**src/pkg/bmc_pkg.sv**
```systemverilog
/*
 Constants, types and register map of the battery monitor mode control.
 Assumes a 40 MHz clock and a plain register port on the same clock.
*/
// Function
// normal mode runs one pass each second.
// sleep runs passes at set interval; current or fault wakes.
// shutdown stops all activity; bus_abort still pulses on a long idle in shutdown.
// enabled wake: current at threshold leaves sleep.
// presence sampled periodically; low enters normal.
// presence high: removed, all FETs off.
// non-removable option ignores presence.
// both lines low 2 s: bus-off.
// a line high clears bus-off; bus back within 1 ms.
// both lines low for set time start offset calibration.
// sense flow accumulated signed; positive is charge.
// cell voltages refreshed once per second.
// temperature from internal sensor or two thermistors.
// secondary fault asserts fuse-blow output.
// charge report follows temperature range.
// charge values broadcast to charger.
// no charging out of temperature range.
// both sides use bus revision 1.1 with error checking.
// both lines high over 50 ms aborts, unless no-stretch.
// timing and wake settings are configuration.
// bus-off blocks bus traffic until available again.
package bmc_pkg;

   localparam int unsigned CLK_HZ   = 40_000_000;
   localparam int unsigned PASS_MS  = 1000;
   localparam int unsigned OFF_MS   = 2000;
   localparam int unsigned AVAIL_US = 1000;
   localparam int unsigned IDLE_MS  = 50;
   localparam int unsigned PASS_CYC  = CLK_HZ / 1000 * PASS_MS;
   localparam int unsigned OFF_CYC   = CLK_HZ / 1000 * OFF_MS;
   localparam int unsigned AVAIL_CYC = CLK_HZ / 1_000_000 * AVAIL_US;
   localparam int unsigned IDLE_CYC  = CLK_HZ / 1000 * IDLE_MS;

   localparam logic [7:0] ADDR_CTRL   = 8'h00;
   localparam logic [7:0] ADDR_PACK_PRESENT_INPUT   = 8'h04;
   localparam logic [7:0] ADDR_SLEEP  = 8'h08;
   localparam logic [7:0] ADDR_WAKE   = 8'h0C;
   localparam logic [7:0] ADDR_CAL    = 8'h10;
   localparam logic [7:0] ADDR_STATUS = 8'h14;
   localparam logic [7:0] ADDR_COUNT  = 8'h18;
   localparam logic [7:0] ADDR_CHG    = 8'h1C;

   localparam int CTRL_NONREM  = 0;
   localparam int CTRL_WAKE_EN = 1;
   localparam int CTRL_NO_STR  = 2;
   localparam int CTRL_SLEEP   = 3;
   localparam int CTRL_SHUT    = 4;
   localparam int CTRL_TSEL    = 5;

   localparam logic [7:0]  CTRL_RST  = 8'h02;
   localparam logic [31:0] PACK_PRESENT_INPUT_RST  = 32'h0000_9C40;
   localparam logic [31:0] SLEEP_RST = 32'h04C4_B400;
   localparam logic [15:0] WAKE_RST  = 16'h0040;
   localparam logic [31:0] CAL_RST   = 32'h0013_12D0;

   localparam logic [1:0] TSEL_INT  = 2'h0;
   localparam logic [1:0] TSEL_ONE  = 2'h1;
   localparam logic [1:0] TSEL_TWO  = 2'h2;
   localparam logic [1:0] TSEL_BOTH = 2'h3;

   // temperatures in 0.1 K
   localparam logic [15:0] T_MIN = 16'h0AAB;
   localparam logic [15:0] T_MID = 16'h0B0F;
   localparam logic [15:0] T_HOT = 16'h0C6D;
   localparam logic [15:0] T_MAX = 16'h0CD1;

   localparam logic [15:0] V_COLD = 16'h3840;
   localparam logic [15:0] I_COLD = 16'h03E8;
   localparam logic [15:0] V_STD  = 16'h3840;
   localparam logic [15:0] I_STD  = 16'h0FA0;
   localparam logic [15:0] V_HOT  = 16'h3700;
   localparam logic [15:0] I_HOT  = 16'h07D0;

   typedef enum logic [1:0] {
      TR_COLD, TR_STD, TR_HOT, TR_OUT
   } bmc_trange_type;

   typedef enum logic [1:0] {
      MODE_NORMAL, MODE_SLEEP, MODE_SHUTDOWN, MODE_REMOVED
   } bmc_mode_type;

   typedef struct packed {
      logic [15:0] voltage;
      logic [15:0] current;
   } bmc_chg_type;

endpackage

```
**src/hw/bmc_mode_control.sv**
```systemverilog
/*
 Mode control of a battery pack monitor: power modes, presence,
 bus-off and idle detection, offset calibration start, coulomb counter,
 temperature range, charge report, FET and fuse drive.
 Assumes pins arrive asynchronously and ADC results on clk.
*/
`timescale 1ns/1ps
module bmc_mode_control #(
   parameter int unsigned PASS_CYCLES  = bmc_pkg::PASS_CYC,
   parameter int unsigned OFF_CYCLES   = bmc_pkg::OFF_CYC,
   parameter int unsigned AVAIL_CYCLES = bmc_pkg::AVAIL_CYC,
   parameter int unsigned IDLE_CYCLES  = bmc_pkg::IDLE_CYC
) (
   input  wire logic                 clk,
   input  wire logic                 reset_n,
   input  wire logic [7:0]           reg_addr,
   input  wire logic [31:0]          reg_wdata,
   input  wire logic                 reg_wr,
   input  wire logic                 reg_rd,
   output logic [31:0]               reg_rdata,
   input  wire logic                 pack_present_input,
   input  wire logic                 bus_clock_pin,
   input  wire logic                 bus_data_pin,
   input  wire logic [15:0]          sense_positive_input,
   input  wire logic [15:0]          sense_negative_input,
   input  wire logic                 sense_valid,
   input  wire logic [15:0]          temp_internal,
   input  wire logic [15:0]          thermistor_input_one,
   input  wire logic [15:0]          thermistor_input_two,
   input  wire logic                 fault_detected,
   input  wire logic                 secondary_fault,
   output logic                      charge_fet,
   output logic                      discharge_fet,
   output logic                      zero_volt_charge_fet,
   output logic                      fuse_blow,
   output logic                      pass_pulse,
   output logic                      offset_cal_start,
   output logic                      bus_enable,
   output logic                      bus_abort,
   output logic                      broadcast_start,
   output bmc_pkg::bmc_chg_type      charge_report
);

   logic [7:0]             ctrl_reg;
   logic [31:0]            pack_present_input_period_reg;
   logic [31:0]            sleep_int_reg;
   logic [15:0]            wake_thr_reg;
   logic [31:0]            cal_low_reg;
   logic [2:0][2:0]        sync_reg;
   logic [2:0]             level_reg;
   logic                   pack_present_input_level;
   logic                   scl_level;
   logic                   sda_level;
   logic [31:0]            pack_present_input_cnt_reg;
   logic                   pack_present_input_high_reg;
   logic                   removed;
   bmc_pkg::bmc_mode_type  mode_reg;
   bmc_pkg::bmc_mode_type  mode_next;
   logic                   sleep_cmd;
   logic                   shut_cmd;
   logic                   active;
   logic signed [16:0]     sense_diff;
   logic [16:0]            sense_mag;
   logic                   wake_cond;
   logic [31:0]            pass_cnt_reg;
   logic [31:0]            pass_limit;
   logic signed [31:0]     count_reg;
   logic [15:0]            temp_sel;
   bmc_pkg::bmc_trange_type trange_reg;
   logic                   fuse_reg;
   logic                   both_low;
   logic                   both_high;
   logic [31:0]            low_cnt_reg;
   logic [31:0]            high_cnt_reg;
   logic                   bus_off_reg;
   logic [31:0]            avail_cnt_reg;
   logic                   avail_reg;
   logic                   cal_busy_reg;

   // strobes can collide in one write; shutdown takes priority over sleep
   assign sleep_cmd = reg_wr && reg_addr == bmc_pkg::ADDR_CTRL
                      && reg_wdata[bmc_pkg::CTRL_SLEEP];
   assign shut_cmd  = reg_wr && reg_addr == bmc_pkg::ADDR_CTRL
                      && reg_wdata[bmc_pkg::CTRL_SHUT];

   // reset values stand in for nonvolatile copy
   always_ff @(posedge clk or negedge reset_n) begin
      if (!reset_n) begin
         ctrl_reg        <= bmc_pkg::CTRL_RST;
         pack_present_input_period_reg <= bmc_pkg::PACK_PRESENT_INPUT_RST;
         sleep_int_reg   <= bmc_pkg::SLEEP_RST;
         wake_thr_reg    <= bmc_pkg::WAKE_RST;
         cal_low_reg     <= bmc_pkg::CAL_RST;
      end else if (reg_wr) begin
         case (reg_addr)
            bmc_pkg::ADDR_CTRL: begin
               // sleep and shutdown bits act as commands, not stored
               ctrl_reg <= {reg_wdata[7:5], 2'h0, reg_wdata[2:0]};
            end
            bmc_pkg::ADDR_PACK_PRESENT_INPUT:  pack_present_input_period_reg <= reg_wdata;
            bmc_pkg::ADDR_SLEEP: sleep_int_reg   <= reg_wdata;
            bmc_pkg::ADDR_WAKE:  wake_thr_reg    <= reg_wdata[15:0];
            bmc_pkg::ADDR_CAL:   cal_low_reg     <= reg_wdata;
            default: ;
         endcase
      end
   end

   // pins: three flops, a change counts once the last two agree
   generate
      for (genvar i = 0; i < 3; i++) begin : g_sync
         logic pin;
         assign pin = (i == 0) ? pack_present_input
                    : (i == 1) ? bus_clock_pin : bus_data_pin;
         always_ff @(posedge clk or negedge reset_n) begin
            if (!reset_n) begin
               sync_reg[i]  <= 3'h7;
               level_reg[i] <= 1'b1;
            end else begin
               sync_reg[i] <= {sync_reg[i][1:0], pin};
               if (sync_reg[i][1] == sync_reg[i][2]) begin
                  level_reg[i] <= sync_reg[i][2];
               end
            end
         end
      end
   endgenerate

   assign pack_present_input_level = level_reg[0];
   assign scl_level  = level_reg[1];
   assign sda_level  = level_reg[2];

   // presence is looked at only once per sampling period
   always_ff @(posedge clk or negedge reset_n) begin
      if (!reset_n) begin
         pack_present_input_cnt_reg  <= 32'h0000_0000;
         pack_present_input_high_reg <= 1'b0;
      end else if (pack_present_input_cnt_reg + 32'h1 >= pack_present_input_period_reg) begin
         pack_present_input_cnt_reg  <= 32'h0000_0000;
         pack_present_input_high_reg <= pack_present_input_level;
      end else begin
         pack_present_input_cnt_reg <= pack_present_input_cnt_reg + 32'h1;
      end
   end

   assign removed = pack_present_input_high_reg && !ctrl_reg[bmc_pkg::CTRL_NONREM];

   // wake on the magnitude of the sensed current
   assign sense_diff = $signed({sense_positive_input[15], sense_positive_input})
                     - $signed({sense_negative_input[15], sense_negative_input});
   assign sense_mag  = sense_diff[16] ? 17'(-sense_diff) : 17'(sense_diff);
   assign wake_cond  = ctrl_reg[bmc_pkg::CTRL_WAKE_EN] && sense_valid
                       && sense_mag >= {1'b0, wake_thr_reg};

   always_comb begin
      mode_next = mode_reg;
      case (mode_reg)
         bmc_pkg::MODE_NORMAL: begin
            if (shut_cmd) begin
               mode_next = bmc_pkg::MODE_SHUTDOWN;
            end else if (removed) begin
               mode_next = bmc_pkg::MODE_REMOVED;
            end else if (sleep_cmd && !wake_cond && !fault_detected) begin
               mode_next = bmc_pkg::MODE_SLEEP;
            end
         end
         bmc_pkg::MODE_SLEEP: begin
            if (shut_cmd) begin
               mode_next = bmc_pkg::MODE_SHUTDOWN;
            end else if (removed) begin
               mode_next = bmc_pkg::MODE_REMOVED;
            end else if (wake_cond || fault_detected) begin
               mode_next = bmc_pkg::MODE_NORMAL;
            end
         end
         bmc_pkg::MODE_REMOVED: begin
            if (shut_cmd) begin
               mode_next = bmc_pkg::MODE_SHUTDOWN;
            end else if (!removed) begin
               mode_next = bmc_pkg::MODE_NORMAL;
            end
         end
         // only a reset leaves shutdown
         bmc_pkg::MODE_SHUTDOWN: mode_next = bmc_pkg::MODE_SHUTDOWN;
         default: mode_next = bmc_pkg::MODE_NORMAL;
      endcase
   end

   always_ff @(posedge clk or negedge reset_n) begin
      if (!reset_n) begin
         mode_reg <= bmc_pkg::MODE_NORMAL;
      end else begin
         mode_reg <= mode_next;
      end
   end

   assign active = mode_reg == bmc_pkg::MODE_NORMAL
                || mode_reg == bmc_pkg::MODE_SLEEP;

   // timer restarts on any mode change
   assign pass_limit = (mode_reg == bmc_pkg::MODE_SLEEP)
                     ? sleep_int_reg : 32'(PASS_CYCLES);

   always_ff @(posedge clk or negedge reset_n) begin
      if (!reset_n) begin
         pass_cnt_reg <= 32'h0000_0000;
         pass_pulse   <= 1'b0;
      end else if (!active || mode_next != mode_reg) begin
         pass_cnt_reg <= 32'h0000_0000;
         pass_pulse   <= 1'b0;
      end else if (pass_cnt_reg + 32'h1 >= pass_limit) begin
         pass_cnt_reg <= 32'h0000_0000;
         pass_pulse   <= 1'b1;
      end else begin
         pass_cnt_reg <= pass_cnt_reg + 32'h1;
         pass_pulse   <= 1'b0;
      end
   end

   // one count is 0.65 nVh; positive is charge, negative discharge
   always_ff @(posedge clk or negedge reset_n) begin
      if (!reset_n) begin
         count_reg <= 32'sh0000_0000;
      end else if (sense_valid && mode_reg != bmc_pkg::MODE_SHUTDOWN) begin
         count_reg <= count_reg + 32'(sense_diff);
      end
   end

   // both thermistors: the hotter one governs
   always_comb begin
      case (ctrl_reg[bmc_pkg::CTRL_TSEL +: 2])
         bmc_pkg::TSEL_INT: temp_sel = temp_internal;
         bmc_pkg::TSEL_ONE: temp_sel = thermistor_input_one;
         bmc_pkg::TSEL_TWO: temp_sel = thermistor_input_two;
         bmc_pkg::TSEL_BOTH: begin
            temp_sel = (thermistor_input_one > thermistor_input_two)
                     ? thermistor_input_one : thermistor_input_two;
         end
         default: temp_sel = temp_internal;
      endcase
   end

   always_ff @(posedge clk or negedge reset_n) begin
      if (!reset_n) begin
         trange_reg <= bmc_pkg::TR_OUT;
      end else if (temp_sel < bmc_pkg::T_MIN || temp_sel >= bmc_pkg::T_MAX) begin
         trange_reg <= bmc_pkg::TR_OUT;
      end else if (temp_sel < bmc_pkg::T_MID) begin
         trange_reg <= bmc_pkg::TR_COLD;
      end else if (temp_sel < bmc_pkg::T_HOT) begin
         trange_reg <= bmc_pkg::TR_STD;
      end else begin
         trange_reg <= bmc_pkg::TR_HOT;
      end
   end

   // at each pass, report zero while out of temperature range
   always_ff @(posedge clk or negedge reset_n) begin
      if (!reset_n) begin
         charge_report <= '0;
      end else if (pass_pulse) begin
         case (trange_reg)
            bmc_pkg::TR_COLD: charge_report <= {bmc_pkg::V_COLD, bmc_pkg::I_COLD};
            bmc_pkg::TR_STD:  charge_report <= {bmc_pkg::V_STD, bmc_pkg::I_STD};
            bmc_pkg::TR_HOT:  charge_report <= {bmc_pkg::V_HOT, bmc_pkg::I_HOT};
            default:          charge_report <= '0;
         endcase
      end
   end

   // sticky: once blown only a reset clears it
   always_ff @(posedge clk or negedge reset_n) begin
      if (!reset_n) begin
         fuse_reg <= 1'b0;
      end else if (secondary_fault && mode_reg != bmc_pkg::MODE_SHUTDOWN) begin
         fuse_reg <= 1'b1;
      end
   end

   assign fuse_blow = fuse_reg;

   always_ff @(posedge clk or negedge reset_n) begin
      if (!reset_n) begin
         charge_fet           <= 1'b0;
         discharge_fet        <= 1'b0;
         zero_volt_charge_fet <= 1'b0;
      end else begin
         discharge_fet        <= active && !fuse_reg;
         charge_fet           <= active && !fuse_reg
                                 && trange_reg != bmc_pkg::TR_OUT;
         zero_volt_charge_fet <= active && !fuse_reg
                                 && trange_reg != bmc_pkg::TR_OUT;
      end
   end

   assign both_low  = !scl_level && !sda_level;
   assign both_high = scl_level && sda_level;

   // low time counter saturates so long holds never wrap
   always_ff @(posedge clk or negedge reset_n) begin
      if (!reset_n) begin
         low_cnt_reg <= 32'h0000_0000;
      end else if (!both_low) begin
         low_cnt_reg <= 32'h0000_0000;
      end else if (low_cnt_reg != 32'hFFFF_FFFF) begin
         low_cnt_reg <= low_cnt_reg + 32'h1;
      end
   end

   always_ff @(posedge clk or negedge reset_n) begin
      if (!reset_n) begin
         high_cnt_reg <= 32'h0000_0000;
      end else if (!both_high) begin
         high_cnt_reg <= 32'h0000_0000;
      end else if (high_cnt_reg != 32'hFFFF_FFFF) begin
         high_cnt_reg <= high_cnt_reg + 32'h1;
      end
   end

   always_ff @(posedge clk or negedge reset_n) begin
      if (!reset_n) begin
         bus_off_reg <= 1'b0;
      end else if (!both_low) begin
         bus_off_reg <= 1'b0;
      end else if (low_cnt_reg + 32'h1 >= 32'(OFF_CYCLES)) begin
         bus_off_reg <= 1'b1;
      end
   end

   // after bus-off the interface returns a fixed delay later
   always_ff @(posedge clk or negedge reset_n) begin
      if (!reset_n) begin
         avail_cnt_reg <= 32'h0000_0000;
         avail_reg     <= 1'b1;
      end else if (bus_off_reg) begin
         avail_cnt_reg <= 32'h0000_0000;
         avail_reg     <= 1'b0;
      end else if (!avail_reg) begin
         if (avail_cnt_reg + 32'h1 >= 32'(AVAIL_CYCLES)) begin
            avail_reg <= 1'b1;
         end else begin
            avail_cnt_reg <= avail_cnt_reg + 32'h1;
         end
      end
   end

   // one calibration start per low episode
   always_ff @(posedge clk or negedge reset_n) begin
      if (!reset_n) begin
         offset_cal_start <= 1'b0;
         cal_busy_reg     <= 1'b0;
      end else begin
         offset_cal_start <= 1'b0;
         if (!both_low) begin
            cal_busy_reg <= 1'b0;
         end else if (low_cnt_reg + 32'h1 == cal_low_reg
                      && mode_reg != bmc_pkg::MODE_SHUTDOWN) begin
            offset_cal_start <= 1'b1;
            cal_busy_reg     <= 1'b1;
         end
      end
   end

   // idle abort pulses once per long-high stretch
   always_ff @(posedge clk or negedge reset_n) begin
      if (!reset_n) begin
         bus_abort <= 1'b0;
      end else begin
         bus_abort <= both_high && high_cnt_reg + 32'h1 == 32'(IDLE_CYCLES)
                      && !ctrl_reg[bmc_pkg::CTRL_NO_STR];
      end
   end

   // the serial engine outside speaks the protocol, gated from here
   always_ff @(posedge clk or negedge reset_n) begin
      if (!reset_n) begin
         bus_enable      <= 1'b0;
         broadcast_start <= 1'b0;
      end else begin
         bus_enable      <= avail_reg && !bus_off_reg
                            && mode_reg != bmc_pkg::MODE_SHUTDOWN;
         broadcast_start <= pass_pulse && bus_enable
                            && mode_reg == bmc_pkg::MODE_NORMAL;
      end
   end

   // read data in the cycle after the strobe only
   always_ff @(posedge clk or negedge reset_n) begin
      if (!reset_n) begin
         reg_rdata <= 32'h0000_0000;
      end else if (!reg_rd) begin
         reg_rdata <= 32'h0000_0000;
      end else begin
         case (reg_addr)
            bmc_pkg::ADDR_CTRL:  reg_rdata <= {24'h000000, ctrl_reg};
            bmc_pkg::ADDR_PACK_PRESENT_INPUT:  reg_rdata <= pack_present_input_period_reg;
            bmc_pkg::ADDR_SLEEP: reg_rdata <= sleep_int_reg;
            bmc_pkg::ADDR_WAKE:  reg_rdata <= {16'h0000, wake_thr_reg};
            bmc_pkg::ADDR_CAL:   reg_rdata <= cal_low_reg;
            bmc_pkg::ADDR_STATUS: begin
               reg_rdata <= {22'h000000, trange_reg, cal_busy_reg,
                             fuse_reg, avail_reg, bus_off_reg,
                             pack_present_input_high_reg, removed, mode_reg};
            end
            bmc_pkg::ADDR_COUNT: reg_rdata <= count_reg;
            bmc_pkg::ADDR_CHG:   reg_rdata <= charge_report;
            default:             reg_rdata <= 32'h0000_0000;
         endcase
      end
   end

endmodule // bmc_mode_control

```
**config.mk**
```make
export PLATFORM = sky130hd
export DESIGN_NAME = bmc_mode_control
export DESIGN_NICKNAME = d
export VERILOG_FILES = /design/src/pkg/bmc_pkg.sv /design/src/hw/bmc_mode_control.sv
export SDC_FILE = /design/constraint.sdc
export NUM_CORES = 1
export LEC_CHECK = 0
export ABC_AREA = 1
export BUFFER_PORTS_ARGS = -buffer_cell sky130_fd_sc_hd__buf_2
export CORE_MARGIN = 2
export CORE_UTILIZATION = 66
export CTS_CLUSTER_DIAMETER = 80
export DETAILED_ROUTE_END_ITERATION = 8
export GPL_ROUTABILITY_DRIVEN = 0
export HOLD_SLACK_MARGIN = 0.06
export MAX_ROUTING_LAYER = met4
export PLACE_DENSITY = 0.87
export SLEW_MARGIN = 20
export SYNTH_ARGS = -nofsm -noshare
export SYNTH_HDL_FRONTEND = slang
export SYNTH_SLANG_ARGS = --single-unit
```
**constraint.sdc**
```tcl
create_clock -name clk -period 10.26 [get_ports clk]
set_clock_uncertainty 0.15 [all_clocks]
set_input_delay 1.539 -clock clk [delete_from_list [all_inputs] [get_ports clk]]
set_output_delay 1.539 -clock clk [all_outputs]
set_load 0.03 [all_outputs]
```
==> metrics <==
#FFs+latches synth roughly 380; P_sw 1560 uW; Gate power share 27.2%; Top Family by Delay on Critical Path simple AND/OR/NAND/NOR gates; Setup TNS Final 0 ps; critical path capture point type register; Yosys Warn Count 0; hold crit path type register to register; cell area after synthesis 25200 um2; CP max stage delay 650 ps; DIE AREA approximately 40000 um2; CP dominant cell by count nand2_1; Sw Ratio 34.6%; status finished clean; Final WS setup 3810 ps; library cells used by synthesis 60; clk buf depth 3; RSZ-0062 raised after global routing false; initial antenna violation count 4; number of global-route vias before repair 24000; Num CTS Buffers 41; Multi-input gate area 13400 um2; max-cap violation count 0; dominant cell type by area after synthesis dfrtp_1; post-synthesis mux area share less than 1%; largest family of logic cells by synthesized area simple AND/OR/NAND/NOR gates; vias per inst 5.98; Worst Path Buf+Inv 3; # setup viols final 0; Async S/R FF share, synth 100%; Arr. time, crit path between 6000 and 7000 ps; post-synthesis compound-gate area fraction between 10% and 20%; Worst slew margin approximately 29%; sequential share of the synthesized area 37.7%; Setup WS pre-CTS roughly 3500 ps; PostCTS Resize Cnt 0; die height between 150 and 200 um; clock latency on the worst-skew pair 570 ps; Die Wd roughly 200 um; Worst-Margin Slew between 1000 and 1500 ps; largest net degree at the start of global routing a little over 90; commonest non-fill, non-tap cells in the layout 884 x nand2_1, 499 x inv_1, 342 x nor2_1; clock sinks around 380; Fmax 155 MHz; critical path's slowest cell inv_1; first-pass GRT wire length ~120000 um; clock power share 34.2%; worst vdd ir 0.216 mV; Core Rows 71; H-tree Lvls 2; Ports between 200 and 250; Adder-Cell Fraction of Synth Area 8.18%; post-CTS setup buffers 0; final WL 74500 um; Congestion Overflow GR 0; Main synth FF type dfrtp_1; antenna viol nets, final 0; fin nets 3894; type of origin of the critical path input port; # DRC 0; Post-DP HPWL roughly 57000 um; final worst-path cycle share between 60% and 70%; DRT iter0 DRCs 3115; core area 37600 um2; Port Buffers about 190; CP required 10570 ps; xor/xnor cell area share of the yosys netlist just under 5%; register area 9480 um2; total track usage 39.3%; internal power 2950 uW; minimum clock period 6450 ps; fill cell count 2827; Reg power frac 38.6%; simple-gate share of the synthesized area 27.7%; Slew Limit Fails 0; Vias 24800; Post-Synthesis Cells 3450; layout cell share with drive strength beyond 1 under 10%; worst-path maximum fanout 33; area grow syn2layout 10.5%; Syn Area/Cell 7.30 um2; clock slew at reported path FFs around 60 ps; Initial Util about 67%; number of synthesized flops with an enable pin 0; pwr dens 162 nW/um2; CTS tree yes; Leakage Power 0.0141 uW; Synth top area share 33.7%; CTS root buf clkbuf_16; WS Path Type input port to register; WL per Instance 18.0 um; commonest non-fill, non-tap cell in the layout nand2_1; Hold Buf Count CTS 0; top cells by area, synth dfrtp_1 34%, nand2_1 13%, ha_1 7.9%; Hold Vio Cnt, Final 0; 1st-pass router iterations 6
[power groups by stage]
stage / registers (uW) / logic, uW / clock network (uW)
CTS: 1730 / 1190 / 1540
finish: 1740 / 1230 / 1540
global route: 1750 / 1370 / 1610
global placement: 1750 / 1130 / 0
floorplan: 1680 / 885 / 0
detailed placement: 1760 / 1180 / 0
[layout make-up]
cell class	count	share of cell area, %
well taps	511	2.30
flip-flops and latches	377	34.1
multi-input cells	2483	48.1
clock inverters	11	0.481
inverters	503	6.79
repair buffers	197	3.68
diodes	4	0.0360
clock buffers	65	4.56
[worst register-to-register path: stages, from the launching register on]
cell and delay, ps:
dfrtp_1 470, nand3_1 200, nor2_1 190, nand2_1 110, nor2_1 190, nand4_1 120
nor3_1 220, nand3_1 110, nor3_1 450, nand3_1 190, nor2_1 180, nand4_1 100
nand2_1 100, inv_1 50, ha_1 280, nand2_1 70, nor4_1 270, nand2_1 90
nand2_1 100, nand2_1 70, nand2_2 490, nand2_1 190, o21ai_0 120
[cells in the mapped netlist, types with 30 or more instances]
| master | instances |
|---|---|
| dfstp_2 | 38 |
| nor3_1 | 65 |
| xnor2_1 | 41 |
| o21ai_0 | 293 |
| nand2_1 | 888 |
| nor2_1 | 343 |
| dfrtp_1 | 339 |
| nor4_1 | 30 |
| nand4_1 | 73 |
| ha_1 | 159 |
| a221oi_1 | 37 |
| buf_4 | 30 |
| inv_1 | 499 |
| clkbuf_1 | 64 |
| xor2_1 | 100 |
| a21oi_1 | 105 |
| nand3_1 | 150 |
[final timing paths]
check	start	to	slack, ps	cells after the start
max reg2reg	pack_present_input_cnt_reg[0]$_DFF_PN0_	pack_present_input_high_reg$_DFFE_PN0P_	5660	22
max in group asynchronous	reset_n	reg_rdata[8]$_DFF_PN0_	6960	3
max	sense_positive_input[0]	pass_cnt_reg[4]$_DFF_PN0_	3810	34
min	sync_reg[6]$_DFF_PN1_	sync_reg[7]$_DFF_PN1_	200	0
min reg2reg	sync_reg[6]$_DFF_PN1_	sync_reg[7]$_DFF_PN1_	200	0
min in group asynchronous	reset_n	avail_cnt_reg[12]$_DFFE_PN0P_	810	1
[metrics by stage]
| step | std cells | utilization (%) | power, uW | hold slack (ps) | area (um2) |
|---|---|---|---|---|---|
| 6_report | 4151 | 74.0 | 4510 | 203 | 27800 |
| 5_1_grt | 4151 | 74.0 | 4730 | 207 | 27800 |
| 4_1_cts | 4147 | 74.0 | 4470 | 203 | 27800 |
| 3_5_place_dp | 4071 | 70.2 | 2940 | 198 | 26400 |
| 3_3_place_gp | 4071 | 70.2 | 2880 | 195 | 26400 |
| 2_1_floorplan | 3465 | - | 2560 | 195 | 25200 |
[cell families after synthesis]
group,count (synthesis)
AOI/OAI and AO/OA,527
xor gates and xnor gates,141
adders and majority gates,164
buffers and inverters,605
DFF,377
muxes,3
other,1
and+or+nand+nor,1632
[metal layers]
metal | part of all wire, % | global-route usage (%) | wire length, um
met2 | 45 | 61.4 | 33600
met4 | 6.5 | 21.8 | 4870
met5 | 0 | - | 0
met3 | 11 | 8.74 | 7840
met1 | 38 | 47.5 | 28200
Note: power is estimated with default switching activity, not from simulation.
